[src/hci_uart_pkg.sv]
// constants, register map and field layout of the host-link serial port
// assumes a 200 MHz system clock and a classic wishbone register bus
package hci_uart_pkg;
   localparam int CLK_HZ = 200000000;
   localparam int DEFAULT_BAUD = 115200;
   localparam logic [15:0] DIV_RST = 16'(CLK_HZ / DEFAULT_BAUD);
   localparam int DATA_BITS = 8;
   localparam int FIFO_DEPTH = 16;
   localparam int PTR_W = 4;
   localparam int CNT_W = 5;
   // register word offsets (byte addresses)
   localparam logic [3:0] ADDR_DATA = 4'h0;
   localparam logic [3:0] ADDR_CTRL = 4'h4;
   localparam logic [3:0] ADDR_DIV = 4'h8;
   localparam logic [3:0] ADDR_STAT = 4'hC;
   // control fields
   localparam int CTRL_RTS_EN = 0;
   localparam int CTRL_RTS_POL = 1;
   localparam int CTRL_CTS_EN = 2;
   localparam int CTRL_CTS_POL = 3;
   localparam int CTRL_LVL_LSB = 8;
   localparam int CTRL_LVL_W = 5;
   localparam logic [CTRL_LVL_W-1:0] RTS_LVL_RST = 5'h04;
   // reset value: both handshakes enabled, active low, threshold four
   localparam logic [12:0] CTRL_RST = {RTS_LVL_RST, 8'h05};
   // status fields
   localparam int STAT_RX_EMPTY = 0;
   localparam int STAT_TX_FULL = 1;
   localparam int STAT_RTS = 2;
   localparam int STAT_CTS = 3;
   localparam int STAT_TX_BUSY = 4;
   localparam int STAT_FRAME_ERR = 5;
   localparam int STAT_RX_OVF = 6;
   localparam int STAT_RX_CNT_LSB = 8;
   localparam int STAT_TX_CNT_LSB = 16;
endpackage

[src/hci_uart.sv]
// host-link serial port with request/clear-to-send flow control
// assumes pins synchronous to clk; one clock, wishbone classic slave
// Behaviour
// - full duplex, 8 data bits, one stop bit, no parity each way
// - bit rate set by a divider register; both ends must agree
// - rts output enable bit, on by default; off leaves rts inactive
// - rts active while rx fifo count below threshold, else inactive
// - rts threshold is configurable, default four entries
// - rts polarity selectable, active low by default
// - cts input enable bit, on by default; off ignores cts
// - transmitter samples cts before taking each character from tx fifo
// - inactive cts holds transmission; resumes with remaining data
// - cts polarity selectable, active low by default
//
// Our own choices: the Wishbone interface to the registers and the address map.
`timescale 1ns/1ps
module hci_uart
   import hci_uart_pkg::*;
(
   input wire logic clk,
   input wire logic rst,
   input wire logic [3:0] wb_adr_i,
   input wire logic [31:0] wb_dat_i,
   output logic [31:0] wb_dat_o,
   input wire logic [3:0] wb_sel_i,
   input wire logic wb_we_i,
   input wire logic wb_cyc_i,
   input wire logic wb_stb_i,
   output logic wb_ack_o,
   output logic wb_err_o,
   input wire logic rxd,
   output logic txd,
   input wire logic cts,
   output logic rts
);
   typedef enum logic [2:0] {
      TX_IDLE = 3'b001,
      TX_SHIFT = 3'b010,
      TX_STOP = 3'b100
   } tx_state_type;

   typedef enum logic [3:0] {
      RX_IDLE = 4'b0001,
      RX_START = 4'b0010,
      RX_SHIFT = 4'b0100,
      RX_STOP = 4'b1000
   } rx_state_type;

   typedef struct packed {
      logic [31:0] dat;
      logic ack;
      logic err;
      logic [12:0] ctrl;
      logic [15:0] div;
      logic [FIFO_DEPTH-1:0][7:0] txq;
      logic [PTR_W-1:0] txw;
      logic [PTR_W-1:0] txr;
      logic [CNT_W-1:0] txc;
      logic [FIFO_DEPTH-1:0][7:0] rxq;
      logic [PTR_W-1:0] rxw;
      logic [PTR_W-1:0] rxr;
      logic [CNT_W-1:0] rxc;
      tx_state_type ts;
      logic [15:0] tdiv;
      logic [2:0] tbit;
      logic [7:0] tsh;
      logic txd;
      rx_state_type rs;
      logic [15:0] rdiv;
      logic [2:0] rbit;
      logic [7:0] rsh;
      logic rx_prev;
      logic ferr;
      logic ovf;
      logic rts;
   } state_type;

   state_type s_r;
   state_type s_nxt;

   // input level with polarity applied
   function automatic logic active_level(input logic pin, input logic pol_high);
      active_level = pol_high ? pin : ~pin;
   endfunction

   // reload value for a full bit time, divider of zero treated as one
   function automatic logic [15:0] bit_time(input logic [15:0] d);
      bit_time = (d == 16'h0000) ? 16'h0000 : d - 16'h0001;
   endfunction

   // half a bit time, to land the first sample mid start bit
   function automatic logic [15:0] half_time(input logic [15:0] d);
      half_time = {1'b0, d[15:1]};
   endfunction

   // divider count one step closer to the sample edge
   function automatic logic [15:0] tick_down(input logic [15:0] d);
      tick_down = d - 16'h0001;
   endfunction

   // fill count at the fifo's capacity
   function automatic logic at_capacity(input logic [CNT_W-1:0] c);
      at_capacity = (c == CNT_W'(FIFO_DEPTH));
   endfunction

   logic bus_req;
   logic cts_ok;
   logic tx_full;
   logic rx_empty;
   logic tx_pop;
   logic rx_push;
   logic rx_pop;
   logic tx_push;
   logic rx_tick;
   logic [31:0] stat_word;

   always_comb begin
      s_nxt = s_r;
      bus_req = wb_cyc_i && wb_stb_i && !s_r.ack && !s_r.err;
      tx_full = at_capacity(s_r.txc);
      rx_empty = (s_r.rxc == '0);
      // one-cycle sample enable from the receive bit divider
      rx_tick = (s_r.rdiv == '0);
      // cts gate is bypassed when its enable bit is clear
      cts_ok = !s_r.ctrl[CTRL_CTS_EN] ||
         active_level(cts, s_r.ctrl[CTRL_CTS_POL]);
      tx_pop = 1'b0;
      rx_push = 1'b0;
      rx_pop = 1'b0;
      tx_push = 1'b0;
      stat_word = '0;
      stat_word[STAT_RX_EMPTY] = rx_empty;
      stat_word[STAT_TX_FULL] = tx_full;
      stat_word[STAT_RTS] = s_r.rts;
      stat_word[STAT_CTS] = cts_ok;
      stat_word[STAT_TX_BUSY] = (s_r.ts != TX_IDLE);
      stat_word[STAT_FRAME_ERR] = s_r.ferr;
      stat_word[STAT_RX_OVF] = s_r.ovf;
      stat_word[STAT_RX_CNT_LSB +: CNT_W] = s_r.rxc;
      stat_word[STAT_TX_CNT_LSB +: CNT_W] = s_r.txc;

      // wishbone slave: one wait state, ack for one cycle
      s_nxt.ack = 1'b0;
      s_nxt.err = 1'b0;
      if (bus_req) begin
         s_nxt.dat = '0;
         unique case (wb_adr_i)
            ADDR_DATA: begin
               if (wb_we_i) begin
                  tx_push = wb_sel_i[0] && !tx_full;
               end else begin
                  // an empty fifo reads as zero and is not popped
                  if (!rx_empty) begin
                     s_nxt.dat[7:0] = s_r.rxq[s_r.rxr];
                     rx_pop = 1'b1;
                  end
               end
               s_nxt.ack = 1'b1;
            end
            ADDR_CTRL: begin
               if (wb_we_i) begin
                  if (wb_sel_i[0]) begin
                     s_nxt.ctrl[7:0] = wb_dat_i[7:0];
                  end
                  if (wb_sel_i[1]) begin
                     s_nxt.ctrl[12:8] = wb_dat_i[12:8];
                  end
               end
               s_nxt.dat[12:0] = s_r.ctrl;
               s_nxt.ack = 1'b1;
            end
            ADDR_DIV: begin
               if (wb_we_i) begin
                  if (wb_sel_i[0]) begin
                     s_nxt.div[7:0] = wb_dat_i[7:0];
                  end
                  if (wb_sel_i[1]) begin
                     s_nxt.div[15:8] = wb_dat_i[15:8];
                  end
               end
               s_nxt.dat[15:0] = s_r.div;
               s_nxt.ack = 1'b1;
            end
            ADDR_STAT: begin
               // sticky error flags clear on status write of ones
               if (wb_we_i && wb_sel_i[0]) begin
                  if (wb_dat_i[STAT_FRAME_ERR]) begin
                     s_nxt.ferr = 1'b0;
                  end
                  if (wb_dat_i[STAT_RX_OVF]) begin
                     s_nxt.ovf = 1'b0;
                  end
               end
               s_nxt.dat = stat_word;
               s_nxt.ack = 1'b1;
            end
            default: begin
               s_nxt.err = 1'b1;
            end
         endcase
      end

      // transmitter
      unique case (s_r.ts)
         TX_IDLE: begin
            s_nxt.txd = 1'b1;
            // cts looked at before each character leaves the fifo
            if (s_r.txc != '0 && cts_ok) begin
               tx_pop = 1'b1;
               s_nxt.tsh = s_r.txq[s_r.txr];
               s_nxt.txd = 1'b0;
               s_nxt.tdiv = bit_time(s_r.div);
               s_nxt.tbit = '0;
               s_nxt.ts = TX_SHIFT;
            end
         end
         TX_SHIFT: begin
            if (s_r.tdiv == '0) begin
               s_nxt.tdiv = bit_time(s_r.div);
               s_nxt.txd = s_r.tsh[0];
               s_nxt.tsh = {1'b0, s_r.tsh[7:1]};
               s_nxt.tbit = s_r.tbit + 3'h1;
               if (s_r.tbit == 3'(DATA_BITS - 1)) begin
                  s_nxt.ts = TX_STOP;
               end
            end else begin
               s_nxt.tdiv = s_r.tdiv - 16'h0001;
            end
         end
         TX_STOP: begin
            if (s_r.tdiv == '0) begin
               s_nxt.tdiv = bit_time(s_r.div);
               s_nxt.txd = 1'b1;
               s_nxt.ts = TX_IDLE;
            end else begin
               s_nxt.tdiv = s_r.tdiv - 16'h0001;
            end
         end
      endcase
      // stop bit lasts one bit time before idle allows the next start
      if (s_r.ts == TX_IDLE && s_r.tdiv != '0) begin
         s_nxt.tdiv = s_r.tdiv - 16'h0001;
         tx_pop = 1'b0;
         s_nxt.ts = TX_IDLE;
         s_nxt.txd = 1'b1;
      end

      // receiver: samples at mid bit
      s_nxt.rx_prev = rxd;
      unique case (s_r.rs)
         RX_IDLE: begin
            // rx_prev resets high, so no false start follows reset
            if (s_r.rx_prev && !rxd) begin
               s_nxt.rdiv = half_time(s_r.div);
               s_nxt.rbit = '0;
               s_nxt.rs = RX_START;
            end
         end
         RX_START: begin
            if (rx_tick) begin
               s_nxt.rdiv = bit_time(s_r.div);
               // a low pulse shorter than half a bit is not a start bit
               s_nxt.rs = rxd ? RX_IDLE : RX_SHIFT;
            end else begin
               s_nxt.rdiv = tick_down(s_r.rdiv);
            end
         end
         RX_SHIFT: begin
            if (rx_tick) begin
               s_nxt.rdiv = bit_time(s_r.div);
               s_nxt.rsh = {rxd, s_r.rsh[7:1]};
               s_nxt.rbit = s_r.rbit + 3'h1;
               if (s_r.rbit == 3'(DATA_BITS - 1)) begin
                  s_nxt.rs = RX_STOP;
               end
            end else begin
               s_nxt.rdiv = tick_down(s_r.rdiv);
            end
         end
         RX_STOP: begin
            if (rx_tick) begin
               s_nxt.rs = RX_IDLE;
               if (!rxd) begin
                  s_nxt.ferr = 1'b1;
               end else if (at_capacity(s_r.rxc)) begin
                  // a full fifo drops the character and flags overflow
                  s_nxt.ovf = 1'b1;
               end else begin
                  rx_push = 1'b1;
               end
            end else begin
               s_nxt.rdiv = tick_down(s_r.rdiv);
            end
         end
      endcase

      // fifo bookkeeping; set of error flags wins over a clear above
      if (tx_push) begin
         s_nxt.txq[s_r.txw] = wb_dat_i[7:0];
         s_nxt.txw = s_r.txw + PTR_W'(1);
      end
      if (tx_pop) begin
         s_nxt.txr = s_r.txr + PTR_W'(1);
      end
      s_nxt.txc = s_r.txc + CNT_W'(tx_push) - CNT_W'(tx_pop);
      if (rx_push) begin
         s_nxt.rxq[s_r.rxw] = s_r.rsh;
         s_nxt.rxw = s_r.rxw + PTR_W'(1);
      end
      if (rx_pop) begin
         s_nxt.rxr = s_r.rxr + PTR_W'(1);
      end
      s_nxt.rxc = s_r.rxc + CNT_W'(rx_push) - CNT_W'(rx_pop);

      // request-to-send from next fill level, so it never lags a push
      if (!s_nxt.ctrl[CTRL_RTS_EN]) begin
         s_nxt.rts = ~s_nxt.ctrl[CTRL_RTS_POL];
      end else begin
         s_nxt.rts = (s_nxt.rxc < s_nxt.ctrl[CTRL_LVL_LSB +: CTRL_LVL_W]) ~^
            s_nxt.ctrl[CTRL_RTS_POL];
      end
   end

   always_ff @(posedge clk or posedge rst) begin
      if (rst) begin
         s_r <= '0;
         s_r.ctrl <= CTRL_RST;
         s_r.div <= DIV_RST;
         s_r.ts <= TX_IDLE;
         s_r.rs <= RX_IDLE;
         s_r.txd <= 1'b1;
         s_r.rx_prev <= 1'b1;
         s_r.rts <= 1'b0;
      end else begin
         s_r <= s_nxt;
      end
   end

   assign wb_dat_o = s_r.dat;
   assign wb_ack_o = s_r.ack;
   assign wb_err_o = s_r.err;
   assign txd = s_r.txd;
   assign rts = s_r.rts;
endmodule

[config.mk]
export PLATFORM = sky130hd
export DESIGN_NAME = hci_uart
export DESIGN_NICKNAME = d
export VERILOG_FILES = /design/src/hci_uart_pkg.sv /design/src/hci_uart.sv
export SDC_FILE = /design/constraint.sdc
export NUM_CORES = 1
export LEC_CHECK = 0
export BUFFER_PORTS_ARGS = -buffer_cell sky130_fd_sc_hd__buf_2
export CORE_MARGIN = 10
export CORE_UTILIZATION = 43
export DETAILED_ROUTE_END_ITERATION = 16
export PLACE_DENSITY = 0.69
export SYNTH_ARGS = -nofsm -noshare
export SYNTH_HDL_FRONTEND = slang
export SYNTH_SLANG_ARGS = --single-unit
export TNS_END_PERCENT = 5
[constraint.sdc]
create_clock -name clk -period 14.2 [get_ports clk]
set_input_delay 0.71 -clock clk [delete_from_list [all_inputs] [get_ports clk]]
set_output_delay 0.71 -clock clk [all_outputs]
set_load 0.01 [all_outputs]
# Word level (Yosys, flattened, before mapping)
# Cells that the tools add are included.
word_totals:
  output_inout_bits: 36
  in_bits: 47
  ff_bits: 400
  word_cells: 220
op_classes:
  n_addsub: 13
  n_eq_ne: 27
  order_cmp: 7
  n_reduce_logical: 36
  bitwise_logic: 3
  muxes: 76
op_table:
  columns: ["operator", "n"]
  rows:
  - ["$bwmux 128", 2]
  - ["$mux 16", 6]
  - ["$pmux 20 s4", 1]
  - ["$mux 8", 9]
  - ["$bmux 8 s4", 2]
  - ["$demux 8 s4", 2]
  - ["$mux 31", 2]
  - ["$pmux 19 s3", 1]
  - ["$logic_not 16->1", 3]
  - ["$sub 16x1->16 const B", 3]
  - ["$pmux 9 s4", 1]
  - ["$mux 13", 2]
  - ["$mux 1", 24]
  - ["$mux 23", 1]
  - ["$pmux 11 s2", 1]
  - ["$lt 4x5->1 const B", 4]
  - ["$mux 19", 1]
  - ["$add 4x1->4 const B", 4]
  - ["$mux 4", 4]
  - ["$ne 2x2->1 const B", 8]
  - ["$reduce_and 4->1", 4]
  - ["$reduce_bool 16->1", 1]
  - ["$mux 3", 5]
  - ["$pmux 5 s3", 1]
  - ["35 further kinds", 70]

# Logic depth before layout (Yosys ltp)
# Gate-level depths: netlist of run 1.
depth:
  depth_word: 10
  ltp_mapped: 17
  ltp_nobuf: 17

# Worst setup path after synthesis of run 1
# Ideal clock, no wire load.
synth_timing:
  path_type: "register to register"
  from: "register s_r[17] in the netlist's numbering"
  to: "register, netlist name rts"
  period_less_slack_ns: 3.875
  t_required_ns: 14.070
  slack_ns: 10.325
  n_path_buf: 0
  t_arrival_ns: 3.744
  path_stages_with_launch: 16
  cell_sequence: "dfrtp_1 nor4_4 nand3_2 or4_4 ha_1 inv_1 ha_1 fa_1 xor2_1 ha_1 nand2_1 a41oi_1 a211o_1 a21oi_1 o211ai_1 xor2_1"
synth_rtl:
  columns: ["element", "line_no", "text"]
  rows:
  - ["start: declaration", "hci_uart.sv:78", "state_type s_r;"]
  - ["start signal: assignment", "hci_uart.sv:335", "s_r <= s_nxt;"]

==> results of run 1 <==
==> cells in the final DEF, fill, tap and decap left out, types with 32 or more instances in the layout <==
master / netlist / layout
mux4_2: 76 / 76
clkbuf_16: 0 / 45
dfrtp_1: 388 / 385
inv_1: 39 / 38
mux2_2: 270 / 270
buf_2: 5 / 53
nand2_1: 116 / 116
o21ai_0: 49 / 49
a21oi_1: 32 / 32
ha_1: 34 / 34
nor2_1: 40 / 40
xnor2_1: 35 / 35
==> power groups by stage <==
| stage | Combinational [mW] | Clock (mW) | Sequential [mW] |
|---|---|---|---|
| final | 0.541 | 1.13 | 1.34 |
| after global placement | 0.524 | 0 | 1.35 |
| after floorplan | 0.450 | 0 | 1.31 |
| after detailed placement | 0.536 | 0 | 1.36 |
| after global routing | 0.608 | 1.21 | 1.35 |
| after CTS | 0.541 | 1.16 | 1.34 |
==> critical path: stages, from the launching register on <==
cell      delay, ns
dfrtp_1        0.49
nor4_4         0.50
nand3_2        0.23
or4_4          0.65
ha_1           0.30
inv_1          0.04
ha_1           0.19
fa_1           0.41
xor2_1         0.22
ha_1           0.29
nand2_1        0.07
a41oi_1        0.04
a211o_1        0.32
a21oi_1        0.16
o211ai_1       0.12
xor2_1         0.16
==> cell type report <==
| class | instances | area, um^2 |
|---|---|---|
| clock inverters | 11 | 125 |
| clock buffers | 68 | 1310 |
| inverters | 39 | 154 |
| well taps | 600 | 751 |
| repair buffers | 66 | 363 |
| multi-input cells | 977 | 9060 |
| fillers | 3963 | 23600 |
| flip-flops and latches | 400 | 10000 |
==> stage by stage <==
step                hold slack, ns  worst slack, ns  utilization  power [mW]  cells
finish                       0.252             9.87        0.480        3.01   2161
global route                 0.336             9.64        0.480        3.17   2161
CTS                          0.302             9.89        0.480        3.04   2161
detailed placement           0.471             9.51        0.449        1.89   2082
global placement             0.456             9.48        0.449        1.88   2082
floorplan                    0.442             2.39            -        1.76   1540
==> cells by family after synthesis <==
logic type / Yosys count
buffers and inverters: 163
AO/OA/AOI/OAI: 169
flip-flops: 400
multiplexers: 388
XOR/XNOR: 55
AND/OR/NAND/NOR: 318
adder cells (fa/ha/maj): 36
other: 1
==> routing by layer <==
layer / routed length (um) / share of wire / GRT usage
met1: 20300 / 0.44 / 0.232
met2: 22100 / 0.47 / 0.270
met3: 2980 / 0.064 / 0.0356
met4: 1200 / 0.026 / 0.0535
met5: 0 / 0 / 0
==> how the worst max path moves through the flow <==
stage	endpoint	slack [ns]	depth (start not counted)
global route	rts$_DFF_PP0_	9.64	15
floorplan	rts$_DFF_PP0_	2.39	1
detailed placement	rts$_DFF_PP0_	9.51	16
finish	rts$_DFF_PP0_	9.87	15
CTS	rts$_DFF_PP0_	9.89	15
global placement	rts$_DFF_PP0_	9.48	16
==> sequential cells by signal, summed over array words and instances, names as in the netlist <==
name / count
rts: 1
txd: 1
wb_dat_o: 21
wb_ack_o: 1
s_r: 375
wb_err_o: 1
==> flow_metrics.py, run 1 <==
metrics = {
    "yosys": {
        "ys_warn_count": 0,
        "synth_cell_types": 75,
        "synth-compound-area-share": 0.0555,
        "synth_mux_area_frac": 0.266,
        "ys.flop_type": "dfrtp_1",
        "synthCells": 1530,
        "yosysSeqAreaShare": 0.507,
        "yosysMostFrequentCell": "dfrtp_1",
        "synth_top_family_by_area": "multiplexers",
        "ys_ff_latch": 400,
        "synth_area_leaders": "dfrtp_1 49%, mux2_2 15%, mux4_2 8.7%",
        "yosysTopAreaCell": "dfrtp_1",
        "synth.top_cell.area_share": 0.491,
        "synth_edf_count": 0,
        "yosys.area_share.xor_xnor": 0.0244,
        "async_flop_share": 1.00,
        "synth_common_cells": "388 x dfrtp_1, 270 x mux2_2, 116 x nand2_1",
        "syn_area_um2": 19800,
        "synth_adder_area_share": 0.0235,
        "synthSimpleGateAreaFrac": 0.0861,
        "synth_area_per_cell_um2": 12.9,
    },
    "cts": {
        "post_cts_resize_count": 0,
        "clk_latency_ns": 0.58,
        "cts.root.buffer_cell": "clkbuf_16",
        "cts_buffers": 43,
        "numClockSinks": 400,
        "cts_max_path_buffers": 3,
        "cts_setup_buffers": 0,
        "cts_tree": "built",
        "cts_hold_buffers": 0,
        "clkTransAtPathRegs_ns": 0.07,
        "h-tree-depth": 2,
    },
    "detailed_routing": {
        "firstDrtPassIters": 5,
        "ant_nets": 0,
        "num_vias": 12500,
        "first_iter_violations": 954,
        "vias_per_cell": 5.77,
        "wl_per_cell_um": 21.5,
        "drc": 0,
        "wirelength_um": 46500,
    },
    "power_and_ir_drop": {
        "ir_drop_mv": 0.0910,
        "clock_power_share": 0.376,
        "p_leak_nw": 10.2,
        "p_switching_mw": 0.886,
        "seqPwrFrac": 0.444,
        "pwr-share-comb": 0.179,
        "pwr_density_cell_nw_per_um2": 138,
        "internal_power_mw": 2.13,
        "p_sw_frac": 0.294,
    },
    "place": {
        "gp_congestion": 0.850,
        "port_buffers": 53,
        "dpl_cell_area_um2": 20400,
        "dp_hpwl_um": 30700,
    },
    "setup_path": {
        "worstPathMaxFanout": 7,
        "crit_path_start": "s_r[17]$_DFFE_PP0P_",
        "endpoint_kind": "flop",
        "critPathKind": "reg -> reg",
        "rr_startpoint": "s_r[17]$_DFFE_PP0P_",
        "reg2reg_to": "rts$_DFF_PP0_",
        "start_kind": "flop",
        "rr_worst_depth": 15,
        "arrival_ns": 4.78,
        "r2r_slack_ns": 9.87,
        "required_ns": 14.66,
    },
    "die": {
        "core-area_um2": 45400,
        "io_pins": 83,
        "dieHeight_um": 234,
        "die-area_um2": 55000,
        "die_w_um": 234,
        "row_count": 78,
        "initial_core_util": 0.436,
    },
    "final_layout": {
        "nNetsFinal": 1610,
        "area_growth_pct": 10.2,
        "finish.instance_area_um2": 21800,
        "layout-drive-gt1-share": 0.348,
        "antenna_cells": 0,
    },
    "timing": {
        "maxSlewViolCount": 0,
        "fmax_mhz": 231,
        "worstMarginPinSlew_ns": 1.31,
        "fin_crit_sh": 0.305,
        "max-slew-margin-rel": 0.118,
        "finClkSkew_ns": 0.0323,
        "rsz0062_at_grt": "false",
        "fin_tns_setup_ns": 0,
        "period_needed_ns": 4.33,
        "final_hold_viol_count": 0,
        "finalSetupViolations": 0,
    },
    "grt": {
        "grt_pass1_vias": 12700,
        "grt_max_degree": 109,
        "grt_pass1_wl_um": 73400,
        "track_usage": 0.171,
        "antenna_found_initial": 0,
        "grt-ovfl-total": 0,
    },
    "run": {
        "drv_cap": 0,
    },
    "worst_hold_path": {
        "hold_class": "in -> async",
    },
    "run_status": {
        "outcome": "finished clean",
    },
}
Note: power is estimated with default switching activity, not from simulation.
==> run 2: changes to the inputs <==
clock period = 4.49 ns   (was 14.2 ns; I/O delays follow)
==> flow_metrics.py, run 2 (same netlist as run 1, synthesis figures left out) <==
metrics = {
    "final_layout": {
        "layout-drive-gt1-share": 0.351,
        "final_cell_mix": "386 x dfrtp_1, 270 x mux2_2, 116 x nand2_1",
        "area_growth_pct": 11.5,
        "largest_reg_flops": 375,
        "top_register": "s_r",
        "n_fill_cell": 3965,
        "antenna_cells": 0,
        "nNetsFinal": 1629,
        "layout_commonest_cell": "dfrtp_1",
    },
    "setup_path": {
        "start_kind": "flop",
        "slowest_delay_ns": 0.61,
        "rr_worst_depth": 15,
        "worstPathMaxFanout": 7,
        "arrival_ns": 4.57,
        "rr_startpoint": "s_r[17]$_DFFE_PP0P_",
        "r2r_slack_ns": 0.37,
        "critPathKind": "reg -> reg",
        "required_ns": 4.94,
        "cp.depth": 15,
        "crit_top_cell": "ha_1",
        "endpoint_kind": "flop",
        "reg2reg_to": "rts$_DFF_PP0_",
        "path_buf_inv": 1,
        "critPathTopFamily": "simple AND/OR/NAND/NOR gates",
        "cp_slowest_cell": "or4_4",
        "crit_chain": "nor4_4, nand3_2, or4_4, ha_1, inv_1, ha_1, fa_1, xor2_1, ha_1, nand2_1, a41oi_1, a211o_1, a21oi_1, o211ai_1, xor2_1",
    },
    "run": {
        "drv_cap": 0,
    },
    "detailed_routing": {
        "wirelength_um": 46200,
        "first_iter_violations": 899,
        "wl_per_cell_um": 21.2,
        "ant_nets": 0,
        "drc": 0,
        "vias_per_cell": 5.75,
        "num_vias": 12500,
        "firstDrtPassIters": 6,
    },
    "worst_hold_path": {
        "holdPathStages": 4,
        "hold_path_end": "s_r[2]$_DFF_PP0_",
        "hold_class": "in -> reg",
        "min_from": "wb_sel_i[0]",
    },
    "place": {
        "dp_hpwl_um": 32300,
        "port_buffers": 53,
        "gp_congestion": 0.860,
        "pre_cts_slack_ns": 0.374,
    },
    "grt": {
        "grt_pass1_vias": 13100,
        "track_usage": 0.170,
        "antenna_found_initial": 1,
        "grt_pass1_wl_um": 74000,
        "grt-ovfl-total": 0,
        "grt_max_degree": 125,
    },
    "timing": {
        "rsz0062_at_grt": "false",
        "period_needed_ns": 4.12,
        "final_hold_viol_count": 0,
        "worstMarginPinSlew_ns": 1.27,
        "setup_slack_ns": 0.373,
        "finClkSkew_ns": 0.0247,
        "finalSetupViolations": 0,
        "fin_crit_sh": 0.917,
        "fmax_mhz": 243,
        "max-slew-margin-rel": 0.149,
        "maxSlewViolCount": 0,
    },
    "cts": {
        "cts_buffers": 44,
        "cts_max_path_buffers": 3,
        "cts.root.buffer_cell": "clkbuf_16",
        "post_cts_resize_count": 0,
        "cts_tree": "built",
        "h-tree-depth": 2,
        "clkTransAtPathRegs_ns": 0.06,
        "numClockSinks": 400,
        "clk_latency_ns": 0.57,
    },
    "power_and_ir_drop": {
        "pwr_density_cell_nw_per_um2": 439,
        "p_leak_nw": 10.3,
        "total_power_mw": 9.68,
        "ir_drop_mv": 0.313,
    },
    "run_status": {
        "outcome": "finished clean",
    },
    "die": {
        "initial_core_util": 0.436,
        "io_pins": 83,
        "dieHeight_um": 234,
        "core-area_um2": 45400,
        "die-area_um2": 55000,
        "row_count": 78,
        "die_w_um": 234,
    },
}
run 2: tightest hold or removal path: cells and delay by family:
| kind | cells | cell delay, ns |
|---|---|---|
| buffers and inverters | 1 | 0.15 |
| and+or+nand+nor | 2 | 0.17 |
| AOI/OAI and AO/OA | 1 | 0.06 |
run 2: area by class of cell:
cell class | count | area (um^2) | share of cell area
multi-input cells | 977 | 9060 | 0.411
inverters | 39 | 150 | 0.00681
flip-flops and latches | 400 | 10000 | 0.455
well taps | 600 | 751 | 0.0341
clock inverters | 16 | 190 | 0.00863
repair buffers | 84 | 573 | 0.0260
clock buffers | 65 | 1290 | 0.0586
run 2: through the flow:
| step | cell area (um^2) | instances | hold WS (ns) | util | TNS [ns] |
|---|---|---|---|---|---|
| floorplan | 19800 | 1540 | 0.229 | - | -430.86 |
| finish | 22000 | 2181 | 0.0749 | 0.486 | 0 |
| CTS | 22000 | 2181 | 0.0470 | 0.486 | 0 |
| global route | 22000 | 2181 | 0.0636 | 0.486 | 0 |
| detailed placement | 20500 | 2090 | 0.433 | 0.451 | 0 |
| global placement | 20500 | 2090 | 0.430 | 0.451 | 0 |
run 2: layer usage:
layer	share of wire	vias up	global-route usage	wire, um
met5	0	-	0	0
met4	0.021	0	0.0437	978
met3	0.055	62	0.0309	2550
met2	0.47	336	0.272	21900
met1	0.45	6559	0.234	20800
li1	-	5584	-	-
run 2: timing repair:
item | in CTS | in global routing
setup buffers | 0 | 0
hold buffers | 10 | 0
hold endpoints to repair | 54 | 0
run 2: where the power goes:
part | leakage [nW] | internal [mW] | switching [mW] | total [mW]
clock network | 0.733 | 2.22 | 1.45 | 3.67
registers | 5.41 | 3.89 | 0.367 | 4.26
logic | 4.18 | 0.740 | 1.01 | 1.75
total | 10.3 | 6.86 | 2.83 | 9.68
run 2: worst max path at each step:
stage,startpoint,to,slack (ns)
finish,s_r[17]$_DFFE_PP0P_,rts$_DFF_PP0_,0.37
global route,s_r[17]$_DFFE_PP0P_,rts$_DFF_PP0_,0.17
CTS,s_r[17]$_DFFE_PP0P_,rts$_DFF_PP0_,0.36
detailed placement,s_r[17]$_DFFE_PP0P_,rts$_DFF_PP0_,0.37
global placement,s_r[17]$_DFFE_PP0P_,rts$_DFF_PP0_,0.44
floorplan,rst,rts$_DFF_PP0_,-1.11
